File: config.mk
export PLATFORM = sky130hd
export DESIGN_NAME = dmp_core
export DESIGN_NICKNAME = d
export VERILOG_FILES = /design/src/dmp_pkg.sv /design/src/dmp_core.sv
export SDC_FILE = /design/constraint.sdc
export NUM_CORES = 1
export LEC_CHECK = 0
export BUFFER_PORTS_ARGS = -buffer_cell sky130_fd_sc_hd__clkbuf_2
export CAP_MARGIN = 5
export CORE_MARGIN = 10
export CORE_UTILIZATION = 35
export CTS_BUF_LIST = sky130_fd_sc_hd__clkbuf_8 sky130_fd_sc_hd__clkbuf_16
export DETAILED_ROUTE_END_ITERATION = 6
export HOLD_SLACK_MARGIN = 0.06
export SYNTH_ARGS = -nofsm -noshare
export SYNTH_HDL_FRONTEND = slang
export SYNTH_SLANG_ARGS = --single-unit
File: constraint.sdc
create_clock -name CLOCK -period 3.9 [get_ports CLOCK]
set_input_delay 1.17 -clock CLOCK [delete_from_list [all_inputs] [get_ports CLOCK]]
set_output_delay 1.17 -clock CLOCK [all_outputs]
set_load 0.01 [all_outputs]
File: src/dmp_pkg.sv
// Constants shared by the dual-modulus divider core
package dmp_pkg;
    // ----------------------------------------------------------------
    // Latch widths
    // ----------------------------------------------------------------
    localparam int AUX_W  = 7;
    localparam int MAIN_W = 10;
    localparam int REF_W  = 12;
    localparam int NIB_W  = 4;
    localparam int SEL_W  = 3;

    // ----------------------------------------------------------------
    // Latch select codes
    // ----------------------------------------------------------------
    localparam logic [SEL_W-1:0] SEL_AUX_LOW  = 3'h0;
    localparam logic [SEL_W-1:0] SEL_AUX_HIGH = 3'h1;
    localparam logic [SEL_W-1:0] SEL_MAIN_LOW = 3'h2;
    localparam logic [SEL_W-1:0] SEL_MAIN_MID = 3'h3;
    localparam logic [SEL_W-1:0] SEL_MAIN_HI  = 3'h4;
    localparam logic [SEL_W-1:0] SEL_REF_LOW  = 3'h5;
    localparam logic [SEL_W-1:0] SEL_REF_MID  = 3'h6;
    localparam logic [SEL_W-1:0] SEL_REF_HI   = 3'h7;

    // ----------------------------------------------------------------
    // Field positions inside the assembled counts
    // ----------------------------------------------------------------
    localparam int POS_LOW      = 0;
    localparam int POS_MID      = 4;
    localparam int POS_HIGH     = 8;
    localparam int AUX_HIGH_W   = 3;
    localparam int MAIN_HIGH_W  = 2;

    // ----------------------------------------------------------------
    // Phase detector minimum coincidence pulse
    // ----------------------------------------------------------------
    localparam int CLK_PERIOD_NS = 10;
    localparam int PFD_MIN_NS    = 20;
    localparam int PFD_MIN_CYC   = (PFD_MIN_NS + CLK_PERIOD_NS - 1) / CLK_PERIOD_NS;
    localparam int PFD_CNT_W     = 4;
endpackage

File: src/dmp_core.sv
// Dual-modulus divider core: latches, dividers, phase detector, lock
`timescale 1ns/1ps

module dmp_core
    import dmp_pkg::*;
#(
    parameter int MIN_JOINT_CYC = PFD_MIN_CYC
)
(
    input  wire logic             CLOCK,
    input  wire logic             SRST,
    input  wire logic [NIB_W-1:0] BUS_NIBBLE,
    input  wire logic [SEL_W-1:0] LATCH_SELECT,
    input  wire logic             LOAD_STROBE,
    input  wire logic             REF_OSC_IN,
    input  wire logic             VCO_FEEDBACK_IN,
    output logic                  PRESCALER_RATIO_SELECT,
    output logic                  FEEDBACK_DIVIDED_OUT,
    output logic                  REF_DIVIDED_OUT,
    output logic                  TRISTATE_ERROR_OUT,
    output logic                  TRISTATE_ERROR_OE_N,
    output logic                  FEEDBACK_LEAD_PULSE_N,
    output logic                  REF_LEAD_PULSE_N,
    output logic                  LOCK_INDICATOR
);

    // ----------------------------------------------------------------
    // State
    // ----------------------------------------------------------------
    typedef struct packed {
        logic [NIB_W-1:0]     nib_s1;
        logic [NIB_W-1:0]     nib_s2;
        logic [SEL_W-1:0]     sel_s1;
        logic [SEL_W-1:0]     sel_s2;
        logic                 stb_s1;
        logic                 stb_s2;
        logic                 ref_s1;
        logic                 ref_s2;
        logic                 ref_s3;
        logic                 vco_s1;
        logic                 vco_s2;
        logic                 vco_s3;
        logic [AUX_W-1:0]     aux_count;
        logic [MAIN_W-1:0]    main_count;
        logic [REF_W-1:0]     ref_div;
        logic [AUX_W-1:0]     aux_cnt;
        logic [MAIN_W-1:0]    main_cnt;
        logic [REF_W-1:0]     ref_cnt;
        logic                 ratio_sel;
        logic                 fb_div;
        logic                 ref_divd;
        logic                 up;
        logic                 dn;
        logic [PFD_CNT_W-1:0] clr_cnt;
        logic                 pd_out;
        logic                 pd_oe_n;
        logic                 fb_lead_n;
        logic                 ref_lead_n;
        logic                 lock;
    } dmp_state_t;

    dmp_state_t state;
    dmp_state_t next_state;

    // Edge pulses and terminal-count events, one cycle each
    logic ref_edge;
    logic vco_edge;
    logic fb_evt;
    logic ref_evt;

    // ----------------------------------------------------------------
    // Elaboration checks
    // ----------------------------------------------------------------
    if (MIN_JOINT_CYC < 1 || MIN_JOINT_CYC >= (1 << PFD_CNT_W))
    begin : g_bad_joint
        $error("joint pulse length does not fit its counter");
    end
    if (AUX_W != POS_MID + AUX_HIGH_W || MAIN_W != POS_HIGH + MAIN_HIGH_W)
    begin : g_bad_count
        $error("counter widths disagree with latch fields");
    end
    if (REF_W != POS_HIGH + NIB_W || NIB_W < MAIN_HIGH_W || NIB_W < AUX_HIGH_W)
    begin : g_bad_ref
        $error("reference width disagrees with latch fields");
    end

    // ----------------------------------------------------------------
    // Next state
    // ----------------------------------------------------------------
    always_comb
    begin
        next_state = state;
        fb_evt     = 1'b0;
        ref_evt    = 1'b0;

        // Two-stage synchronisers, third stage for edge detection
        next_state.nib_s1 = BUS_NIBBLE;
        next_state.nib_s2 = state.nib_s1;
        next_state.sel_s1 = LATCH_SELECT;
        next_state.sel_s2 = state.sel_s1;
        next_state.stb_s1 = LOAD_STROBE;
        next_state.stb_s2 = state.stb_s1;
        next_state.ref_s1 = REF_OSC_IN;
        next_state.ref_s2 = state.ref_s1;
        next_state.ref_s3 = state.ref_s2;
        next_state.vco_s1 = VCO_FEEDBACK_IN;
        next_state.vco_s2 = state.vco_s1;
        next_state.vco_s3 = state.vco_s2;
        ref_edge = state.ref_s2 && !state.ref_s3;
        vco_edge = state.vco_s2 && !state.vco_s3;

        // ------------------------------------------------------------
        // Latch bank: transparent while strobe high, holds when low
        // ------------------------------------------------------------
        if (state.stb_s2)
        begin
            // Unused high bits of latches 1 and 4 are dropped
            unique case (state.sel_s2)
                SEL_AUX_LOW:
                begin
                    next_state.aux_count[POS_LOW +: NIB_W] = state.nib_s2;
                end
                SEL_AUX_HIGH:
                begin
                    next_state.aux_count[POS_MID +: AUX_HIGH_W] =
                        state.nib_s2[AUX_HIGH_W-1:0];
                end
                SEL_MAIN_LOW:
                begin
                    next_state.main_count[POS_LOW +: NIB_W] = state.nib_s2;
                end
                SEL_MAIN_MID:
                begin
                    next_state.main_count[POS_MID +: NIB_W] = state.nib_s2;
                end
                SEL_MAIN_HI:
                begin
                    next_state.main_count[POS_HIGH +: MAIN_HIGH_W] =
                        state.nib_s2[MAIN_HIGH_W-1:0];
                end
                SEL_REF_LOW:
                begin
                    next_state.ref_div[POS_LOW +: NIB_W] = state.nib_s2;
                end
                SEL_REF_MID:
                begin
                    next_state.ref_div[POS_MID +: NIB_W] = state.nib_s2;
                end
                SEL_REF_HI:
                begin
                    next_state.ref_div[POS_HIGH +: NIB_W] = state.nib_s2;
                end
            endcase
        end

        // ------------------------------------------------------------
        // Main and aux counters on feedback edges
        // ------------------------------------------------------------
        if (vco_edge)
        begin
            next_state.fb_div = 1'b0;
            // Terminal count: reload both counters and restart the cycle
            if (state.main_cnt <= MAIN_W'(1))
            begin
                next_state.main_cnt  = state.main_count;
                next_state.aux_cnt   = state.aux_count;
                next_state.ratio_sel = (state.aux_count == '0);
                next_state.fb_div    = 1'b1;
                fb_evt               = 1'b1;
            end
            else
            begin
                next_state.main_cnt = state.main_cnt - MAIN_W'(1);
                if (state.aux_cnt != '0)
                begin
                    next_state.aux_cnt = state.aux_cnt - AUX_W'(1);
                    // Aux expiry moves the prescaler to its lower ratio
                    if (state.aux_cnt == AUX_W'(1))
                    begin
                        next_state.ratio_sel = 1'b1;
                    end
                end
            end
        end

        // ------------------------------------------------------------
        // Reference divider on reference edges
        // ------------------------------------------------------------
        if (ref_edge)
        begin
            next_state.ref_divd = 1'b0;
            // Terminal count: reload and mark the divided output
            if (state.ref_cnt <= REF_W'(1))
            begin
                next_state.ref_cnt  = state.ref_div;
                next_state.ref_divd = 1'b1;
                ref_evt             = 1'b1;
            end
            else
            begin
                next_state.ref_cnt = state.ref_cnt - REF_W'(1);
            end
        end

        // ------------------------------------------------------------
        // Phase/frequency detector with minimum joint pulse
        // ------------------------------------------------------------
        // Both flags set: hold them for the joint time, then clear
        if (state.up && state.dn)
        begin
            if (state.clr_cnt >= PFD_CNT_W'(MIN_JOINT_CYC - 1))
            begin
                next_state.up      = 1'b0;
                next_state.dn      = 1'b0;
                next_state.clr_cnt = '0;
            end
            else
            begin
                next_state.clr_cnt = state.clr_cnt + PFD_CNT_W'(1);
            end
        end
        // Set wins over the clear
        if (ref_evt)
        begin
            next_state.up = 1'b1;
        end
        if (fb_evt)
        begin
            next_state.dn = 1'b1;
        end

        // ------------------------------------------------------------
        // Registered detector and lock outputs
        // ------------------------------------------------------------
        next_state.fb_lead_n  = !state.dn;
        next_state.ref_lead_n = !state.up;
        next_state.pd_out     = state.up && !state.dn;
        next_state.pd_oe_n    = !(state.up ^ state.dn);
        next_state.lock       = !(state.up ^ state.dn);

        // ------------------------------------------------------------
        // Synchronous reset
        // ------------------------------------------------------------
        if (SRST)
        begin
            // Counters, latches and detector flags start cleared
            next_state            = '0;
            next_state.pd_oe_n    = 1'b1;
            next_state.fb_lead_n  = 1'b1;
            next_state.ref_lead_n = 1'b1;
            next_state.lock       = 1'b1;
            // Pin stages keep filling, so release shows no false edge
            next_state.ref_s1     = REF_OSC_IN;
            next_state.ref_s2     = state.ref_s1;
            next_state.ref_s3     = state.ref_s2;
            next_state.vco_s1     = VCO_FEEDBACK_IN;
            next_state.vco_s2     = state.vco_s1;
            next_state.vco_s3     = state.vco_s2;
        end
    end

    // ----------------------------------------------------------------
    // Registers
    // ----------------------------------------------------------------
    always_ff @(posedge CLOCK)
    begin
        state <= next_state;
    end

    // ----------------------------------------------------------------
    // Outputs
    // ----------------------------------------------------------------
    assign PRESCALER_RATIO_SELECT = state.ratio_sel;
    assign FEEDBACK_DIVIDED_OUT   = state.fb_div;
    assign REF_DIVIDED_OUT        = state.ref_divd;
    assign TRISTATE_ERROR_OUT     = state.pd_out;
    assign TRISTATE_ERROR_OE_N    = state.pd_oe_n;
    assign FEEDBACK_LEAD_PULSE_N  = state.fb_lead_n;
    assign REF_LEAD_PULSE_N       = state.ref_lead_n;
    assign LOCK_INDICATOR         = state.lock;

endmodule

==> results.md, run 1 <==
* Status: completed
* Number of flops mapped to enable cells by yosys at 0
* Detailed-route via count at 3188
* Crit start category: flop
* Area Growth Syn to Fin at 11.7%
* Critical R2R Capture: state[37]$_SDFFE_PP0P_
* Leakage at roughly 1.8 nW
* Reg-to-reg slack, setup at 1.45 ns
* Cells after Synth at ~450
* Hold Path End: state[76]$_DFF_P_
* Final Instance Count excl. Fillers at 602
* Residual DRC at 0
* Final worst-path cycle share at 0.627
* Post-CTS setup buffer count at 0
* Area share of fa/ha/maj cells after synthesis at 0.0366
* GRT overflow at 0
* Total of max-cap violations at 0
* Most common cell after layout, fill and taps aside: dfxtp_1
* Worst-path clk slew at approximately 0.060 ns
* Fin crit period at 2.45 ns
* Fmax achieved at 0.409 GHz
* Antenna Nets Post-Route at 0
* Die ar. at 16400 um^2
* CTS buffer count at 9
* Hold Startpoint: state[77]$_DFF_P_
* Hold WS at 0.326 ns
* Max incr delay on CP at approximately 0.7 ns
* Chip Height at 128 um
* Nets at between 400 and 500
* Slew Limit Fails at 0
* Cell Area, Synth at 4100 um^2
* Top delay family on crit path: simple AND/OR/NAND/NOR gates
* Normalized max-slew margin at 0.472
* Pre-CTS setup slack at 1.39 ns
* IO Pins at 20
* Avg WL per Cell at roughly 14 um
* Syn Nets at 472
* Critical Path Sink Type: flop
* Routed WL at 8.73 mm
* Bufs on Longest Clock Path at 2
* Max H-tree Level at 3
* Cell Chain, Critical Path: nor4_2, nand3_1, a31o_2, o32ai_1
* Largest family of logic cells by synthesized area: simple AND/OR/NAND/NOR gates
* Reg-to-reg startpoint: state[32]$_SDFFE_PP0P_
* Antenna violations before repair at 0
* Clock skew at 0.00479 ns
* Drt pass-1 iters at 6
* Clk sinks at 93
* Crit-path max FO at 18
* Final Core Density at 0.399
* ANT cells at 0
* Layout cells sized above 1 at 0.100
* Synth Warn # at 0
* Setup TNS at 0 ns
* Post-synth ARST share at 0
* Post-cts gate resize count at 0
* First-pass GRT wire length at between 10 and 15 mm
* Critical path buffer and inverter count at 0
* Placed cell count at roughly 600
* DP HPWL at roughly 6 mm
* Core ar. at around 11000 um^2
* Critical Path Start: state[32]$_SDFFE_PP0P_
* Setup CP Type: reg2reg
* Hold depth at 0
* FF+latch count, synth at 93
* Root Driver: clkbuf_16
* Cts hold-fix bufs at 0
* Most frequent cells in the layout: 93 x dfxtp_1, 48 x nor2_1, 38 x mux2i_1
* Drt initial violations at 206
* RSZ-0062 raised after global routing: false
* Tot Pwr at 3.70 mW
* Critical Path RT at slightly above 4 ns
* Initial Utilization at 0.357
* Routability cong. at 0.793
* Worst Hold Class: reg2reg
* Worst VDD drop at 0.356 mV
* Xor/xnor share of the synthesized area at 0.00427
* Sequential area share after synthesis at 0.454
* Port bufs at 19
* Final setup viols at 0
* Synth cell types at 52
* Worst-Margin Slew at roughly 0.78 ns
* Post-synthesis mux area share at 0.0928
* Avg Synthesized Cell Area at 9.15 um^2
* Final Hold Violating Endpoints at 0
* Placed cell area at between 4000 and 5000 um^2
* Die width at 128 um
* Post-synthesis simple-gate area fraction at 0.234
* Vias/cell at roughly 5.3
* Vias in the first global route at 3012
* Rows at 39
* Skew-Pair Late Insertion Delay at 0.34 ns
* CP max stage cell: nand3_1
* CTS tree: yes
* Main synth FF type: dfxtp_1
* Post-synthesis compound-gate area fraction at 0.133
* Final worst slack at approximately 1.5 ns
* R2r worst-path depth at 4
* Arr. time, crit path at 2.69 ns
* Pwr per Cell Area at between 800 and 900 nW/um^2
* Global router's overall resource usage at 0.109
* Largest net degree at the start of global routing at 74
* Final Instance Area at between 4000 and 5000 um^2
[cells in the mapped netlist (2+ instances only)]
cell / number / area share
dfxtp_1: 93 / 0.45
nor2_1: 48 / 0.044
mux2i_1: 38 / 0.093
clkbuf_1: 22 / 0.020
nor2b_1: 22 / 0.034
nand2_1: 21 / 0.019
a21oi_1: 20 / 0.024
inv_1: 20 / 0.018
nor3_1: 13 / 0.016
ha_1: 12 / 0.037
nand3_1: 11 / 0.013
nand2b_1: 10 / 0.015
nor4_1: 10 / 0.015
a31oi_1: 8 / 0.012
o21ai_0: 8 / 0.0098
or4_1: 7 / 0.013
nor3b_1: 6 / 0.011
o31ai_1: 6 / 0.011
o32ai_1: 6 / 0.013
or3_1: 6 / 0.0092
o41ai_1: 5 / 0.011
a211oi_1: 4 / 0.0073
and3_1: 4 / 0.0061
or2_2: 4 / 0.0061
nand3b_1: 3 / 0.0055
nand4_1: 3 / 0.0046
nand4b_1: 3 / 0.0064
o22ai_1: 3 / 0.0046
a311oi_1: 2 / 0.0043
a31o_2: 2 / 0.0043
and2_1: 2 / 0.0031
buf_2: 2 / 0.0024
o211a_1: 2 / 0.0049
o211ai_1: 2 / 0.0037
o21a_1: 2 / 0.0037
xnor2_1: 2 / 0.0043
[state kept, by name, indices dropped and copies added (netlist names)]
| name | cells |
|---|---|
| LOCK_INDICATOR | 1 |
| TRISTATE_ERROR_OUT | 1 |
| PRESCALER_RATIO_SELECT | 1 |
| FEEDBACK_DIVIDED_OUT | 1 |
| state | 86 |
| REF_LEAD_PULSE_N | 1 |
| FEEDBACK_LEAD_PULSE_N | 1 |
| REF_DIVIDED_OUT | 1 |
[worst register-to-register path, cell delays in order (launching register included)]
cell	delay, ns
dfxtp_1	0.37
nor4_2	0.56
nand3_1	0.70
a31o_2	0.46
o32ai_1	0.27
[area by class of cell]
type	count	area (um^2)
repair buffers	21	110
well taps	143	179
fillers	1132	6890
clock inverters	6	63.8
clock buffers	10	239
inverters	20	75.1
flip-flops and latches	93	1860
multi-input cells	309	2050
[kinds of logic after synthesis]
group	after synthesis
and+or+nand+nor	178
DFF	93
AOI/OAI and AO/OA	79
buffers and inverters	46
muxes	38
adders and majority gates	12
xor gates and xnor gates	2
[report_power, final]
group	leakage [nW]	internal (mW)	total (mW)	switching, mW
Sequential	0.758	1.10	1.27	0.167
Clock	0.138	0.511	0.870	0.359
Combinational	0.902	0.620	1.56	0.945
Total	1.80	2.23	3.70	1.47
[metal layers]
metal  vias to the layer above  GRT usage  wire length [um]  share of wire
li1                       1622          -                 -              -
met1                      1485      0.144              4330           0.50
met2                        66      0.164              3940           0.45
met3                        15     0.0207               249          0.029
met5                         -          0                 0              0
met4                         0     0.0530               214          0.025
[worst max-delay path by stage]
stage                                        end  slack [ns]  depth (start not counted)
after global routing      state[37]$_SDFFE_PP0P_        1.24                          4
after detailed placement  state[20]$_SDFFE_PP0P_        1.39                          4
after global placement    state[17]$_SDFFE_PP0P_        1.39                          4
final                     state[37]$_SDFFE_PP0P_        1.45                          4
after floorplan           state[15]$_SDFFE_PP0P_        1.92                          6
after CTS                 state[37]$_SDFFE_PP0P_        1.46                          4
(Power assumes the default switching activity.)
==> run 2: changes to the inputs <==
--- a/config.mk
+++ b/config.mk
@@ -5,6 +5,7 @@
 export SDC_FILE = /design/constraint.sdc
 export NUM_CORES = 1
 export LEC_CHECK = 0
+export ABC_AREA = 1
 export BUFFER_PORTS_ARGS = -buffer_cell sky130_fd_sc_hd__clkbuf_2
 export CAP_MARGIN = 5
 export CORE_MARGIN = 10
==> constraint.sdc (replaced) <==
create_clock -name CLOCK -period 2 [get_ports CLOCK]
set_input_delay 0.6 -clock CLOCK [delete_from_list [all_inputs] [get_ports CLOCK]]
set_output_delay 0.6 -clock CLOCK [all_outputs]
set_load 0.01 [all_outputs]
==> run 2 against run 1 <==
Against the previous run:
- power is 70% higher
- clock-buffer cell count is 1 higher
- area after synthesis is 4.1% higher
- setup slack worse by 1.2 ns
- worst hold slack hardly changed
- clock power is 95% higher
- clock skew is 0.00087 ns higher
- via count is 14% higher
- die area is 3.5% higher
- first-iteration DRC count is 45% higher
- fmax is 41% higher
- largest cell class unchanged
- largest power group unchanged
==> results.md, run 2 <==
* Nets at 641 (+34%)
* Antenna Nets Post-Route at 0 (unchanged)
* CTS buffer count at 9 (unchanged)
* Final Hold Violating Endpoints at 0 (unchanged)
* Vias/cell at 4.72 (-11%)
* Setup CP Type: reg2reg
* Avg Synthesized Cell Area at 7.16 um^2 (-22%)
* Cts hold-fix bufs at 0 (unchanged)
* Worst Hold Class: reg2reg
* Status: completed
* Cells after Synth at 596 (+33%)
* Largest register FFs at 86 (unchanged)
* Area of the multi-input gates at 1910 um^2 (-6.9%)
* Die width at 130 um (+1.7%)
* Drt initial violations at 298 (+45%)
* Met1 GRT Util at 0.146 (+0.00116)
* Most common cell after layout, fill and taps aside: nand2_1
* Clock power frac at 0.270 (+0.035)
* Initial Utilization at 0.357 (-0.000648)
* Sequential power share at 0.362 (+0.020)
* RSZ-0062 raised after global routing: false
* Worst-Margin Slew at 0.546 ns (-0.239 ns)
* Global router's overall resource usage at 0.115 (+0.00637)
* ANT cells at 0 (unchanged)
* Antenna violations before repair at 0 (unchanged)
* Post-synthesis simple-gate area fraction at 0.267 (+0.0335)
* CP max stage cell: dfxtp_1
* Main synth FF type: dfxtp_1
* Clk sinks at 93 (unchanged)
* Hold depth at 0 (unchanged)
* FF+latch count, synth at 93 (unchanged)
* Syn Nets at 620 (+31%)
* Critical R2R Capture: state[36]$_SDFFE_PP0P_
* Top cell type by total area after synthesis: dfxtp_1
* Post-synthesis mux area share at 0 (-0.0928)
* Worst VDD drop at 0.651 mV (+83%)
* Area Growth Syn to Fin at 12.3%
* Final worst-path cycle share at 0.868 (+0.240)
* First-pass GRT wire length at 16.0 mm (+8.7%)
* R2r worst-path depth at 10 (+6)
* Fmax achieved at 0.576 GHz (+41%)
* FF/Latch Area at 1860 um^2 (unchanged)
* Cell-internal power at 3.95 mW (+77%)
* Routability cong. at 0.907 (+14%)
* GR Util met2 at 0.181 (+0.0172)
* Arr. time, crit path at 2.00 ns (-0.69 ns)
* Largest family of logic cells by synthesized area: simple AND/OR/NAND/NOR gates
* Top delay family on crit path: simple AND/OR/NAND/NOR gates
* Root Driver: clkbuf_16
* Sw Ratio at 0.374 (-0.0235)
* Detailed-route via count at 3628 (+14%)
* Area share of fa/ha/maj cells after synthesis at 0.0352 (-0.00145)
* GRT overflow at 0 (unchanged)
* Setup TNS at 0 ns (unchanged)
* Chip Height at 130 um (+1.7%)
* Cell Chain, Critical Path: inv_1, ha_1, nand2_2, nand2_2, nand2_4, buf_4, nand2_1, o21ai_0, nand2_1, a21oi_1
* Synth top area cells: dfxtp_1 44%, nand2_1 9.0%, inv_1 8.6%
* Avg WL per Cell at 11.9 um (-18%)
* Cell Area, Synth at 4270 um^2 (+4.1%)
* Pwr per Cell Area at 1310 nW/um^2 (+63%)
* Total of max-cap violations at 0 (unchanged)
* Core ar. at 12000 um^2 (+4.3%)
* Xor/xnor share of the synthesized area at 0.00821 (+0.00394)
* Die ar. at 17000 um^2 (+3.5%)
* Critical Path Sink Type: flop
* Critical path buffer and inverter count at 2 (+2)
* Post-synthesis compound-gate area fraction at 0.137 (+0.00383)
* Sw Pwr at 2.36 mW (+60%)
* Rows at 40 (+2.6%)
* Port bufs at 19 (unchanged)
* Clock skew at 0.00567 ns (+0.000872 ns)
* Fillers at 1235 (+9.1%)
* Reg-to-reg slack, setup at 0.26 ns (-1.19 ns)
* Logic pwr share at 0.368 (-0.055)
* Hold WS at 0.326 ns (+0.0000780 ns)
* Post-synth ARST share at 0 (unchanged)
* DP HPWL at 6.58 mm (+7.6%)
* Normalized max-slew margin at 0.635 (+0.162)
* Synth cell types at 36 (-31%)
* Slew Limit Fails at 0 (unchanged)
* Skew-Pair Late Insertion Delay at 0.34 ns (about the same)
* Bufs on Longest Clock Path at 2 (unchanged)
* Final setup viols at 0 (unchanged)
* M3 GR Usage at 0.0318 (+0.0112)
* Post-CTS setup buffer count at 0 (unchanged)
* Max H-tree Level at 3 (unchanged)
* Routed WL at 9.14 mm (+4.7%)
* Hold Path End: state[73]$_DFF_P_
* Share of the synthesized area in the top cell type at 0.436 (-0.0180)
* Sequential area share after synthesis at 0.436 (-0.0180)
* Largest net degree at the start of global routing at 27 (-64%)
* Most frequent cells in the layout: 102 x nand2_1, 100 x inv_1, 93 x dfxtp_1
* Number of flops mapped to enable cells by yosys at 0 (unchanged)
* Synth Warn # at 0 (unchanged)
* Final Core Density at 0.401 (+0.00139)
* Cell with the most instances after synthesis: nand2_1
* IO Pins at 20 (unchanged)
* Critical Path RT at 2.27 ns (-1.88 ns)
* Vias in the first global route at 3477 (+15%)
* Post-synth top cells: 102 x nand2_1, 98 x inv_1, 93 x dfxtp_1
* Drt pass-1 iters at 5 (-1)
* Crit start category: flop
* CTS tree: yes
* Reg-to-reg startpoint: state[26]$_SDFFE_PP0P_
* Worst-path clk slew at 0.06 ns (about the same)
* Fin crit period at 1.74 ns (-0.711 ns)
* Leakage at 2.20 nW (+22%)
* Hold Startpoint: state[74]$_DFF_P_
* Max incr delay on CP at 0.37 ns (-0.32 ns)
* Layout cells sized above 1 at 0.108 (+0.00750)
* Largest register by flop count: state
* Busiest metal layer after global routing: met2
* Crit-path max FO at 12 (-6)
* Residual DRC at 0 (unchanged)
* Post-cts gate resize count at 0 (unchanged)
-- run 2: per-stage QoR --
stage                     power [mW]  std cells  cell area [um^2]  setup WS (ns)
after CTS                       6.35        769              4790          0.271
after global placement          4.57        753              4490          0.321
after detailed placement        4.61        753              4490          0.298
final                           6.30        769              4790          0.264
after floorplan                 4.26        596              4270          0.530
after global routing            6.83        769              4790          0.100
-- run 2: cell type report --
type                            instances  area share
Clock buffer                           11      0.0527
Clock inverter                          5      0.0107
Inverter                              103      0.0807
Multi-Input combinational cell        384       0.398
Sequential cell                        93       0.388
Tap cell                              147      0.0384
Timing Repair Buffer                   26      0.0308
-- run 2: how the worst max path moves through the flow --
stage | startpoint | cells after the start | endpoint
after floorplan | state[26]$_SDFFE_PP0P_ | 10 | state[42]$_SDFFE_PP0P_
after detailed placement | state[26]$_SDFFE_PP0P_ | 10 | state[37]$_SDFFE_PP0P_
final | state[26]$_SDFFE_PP0P_ | 10 | state[36]$_SDFFE_PP0P_
after global routing | state[26]$_SDFFE_PP0P_ | 9 | state[27]$_SDFFE_PP0P_
after CTS | state[26]$_SDFFE_PP0P_ | 10 | state[37]$_SDFFE_PP0P_
after global placement | state[76]$_DFF_P_ | 9 | state[19]$_SDFFE_PP0P_
-- run 2: per-layer routing --
layer,up-vias,wire length (um)
li1,1908,-
met1,1627,4530
met2,83,4050
met3,10,454
met4,0,108
met5,-,0
-- run 2: power by group through the flow --
stage / Clock [mW] / Sequential [mW] / Combinational (mW)
2_1_floorplan: 0 / 2.27 / 1.99
3_3_place_gp: 0 / 2.31 / 2.25
3_5_place_dp: 0 / 2.32 / 2.29
4_1_cts: 1.76 / 2.28 / 2.31
5_1_grt: 1.85 / 2.31 / 2.67
6_report: 1.70 / 2.28 / 2.32
-- run 2: cells by family after synthesis --
| kind of cell | Yosys count |
|---|---|
| adders and majority gates | 12 |
| DFF | 93 |
| buffers and inverters | 119 |
| xor gates and xnor gates | 4 |
| AOI/OAI and AO/OA | 109 |
| and+or+nand+nor | 259 |
-- run 2: worst reg2reg max path, cell delays in order (launching register included) --
cell	delay (ns)
dfxtp_1	0.37
inv_1	0.07
ha_1	0.24
nand2_2	0.12
nand2_2	0.12
nand2_4	0.15
buf_4	0.22
nand2_1	0.07
o21ai_0	0.09
nand2_1	0.08
a21oi_1	0.13
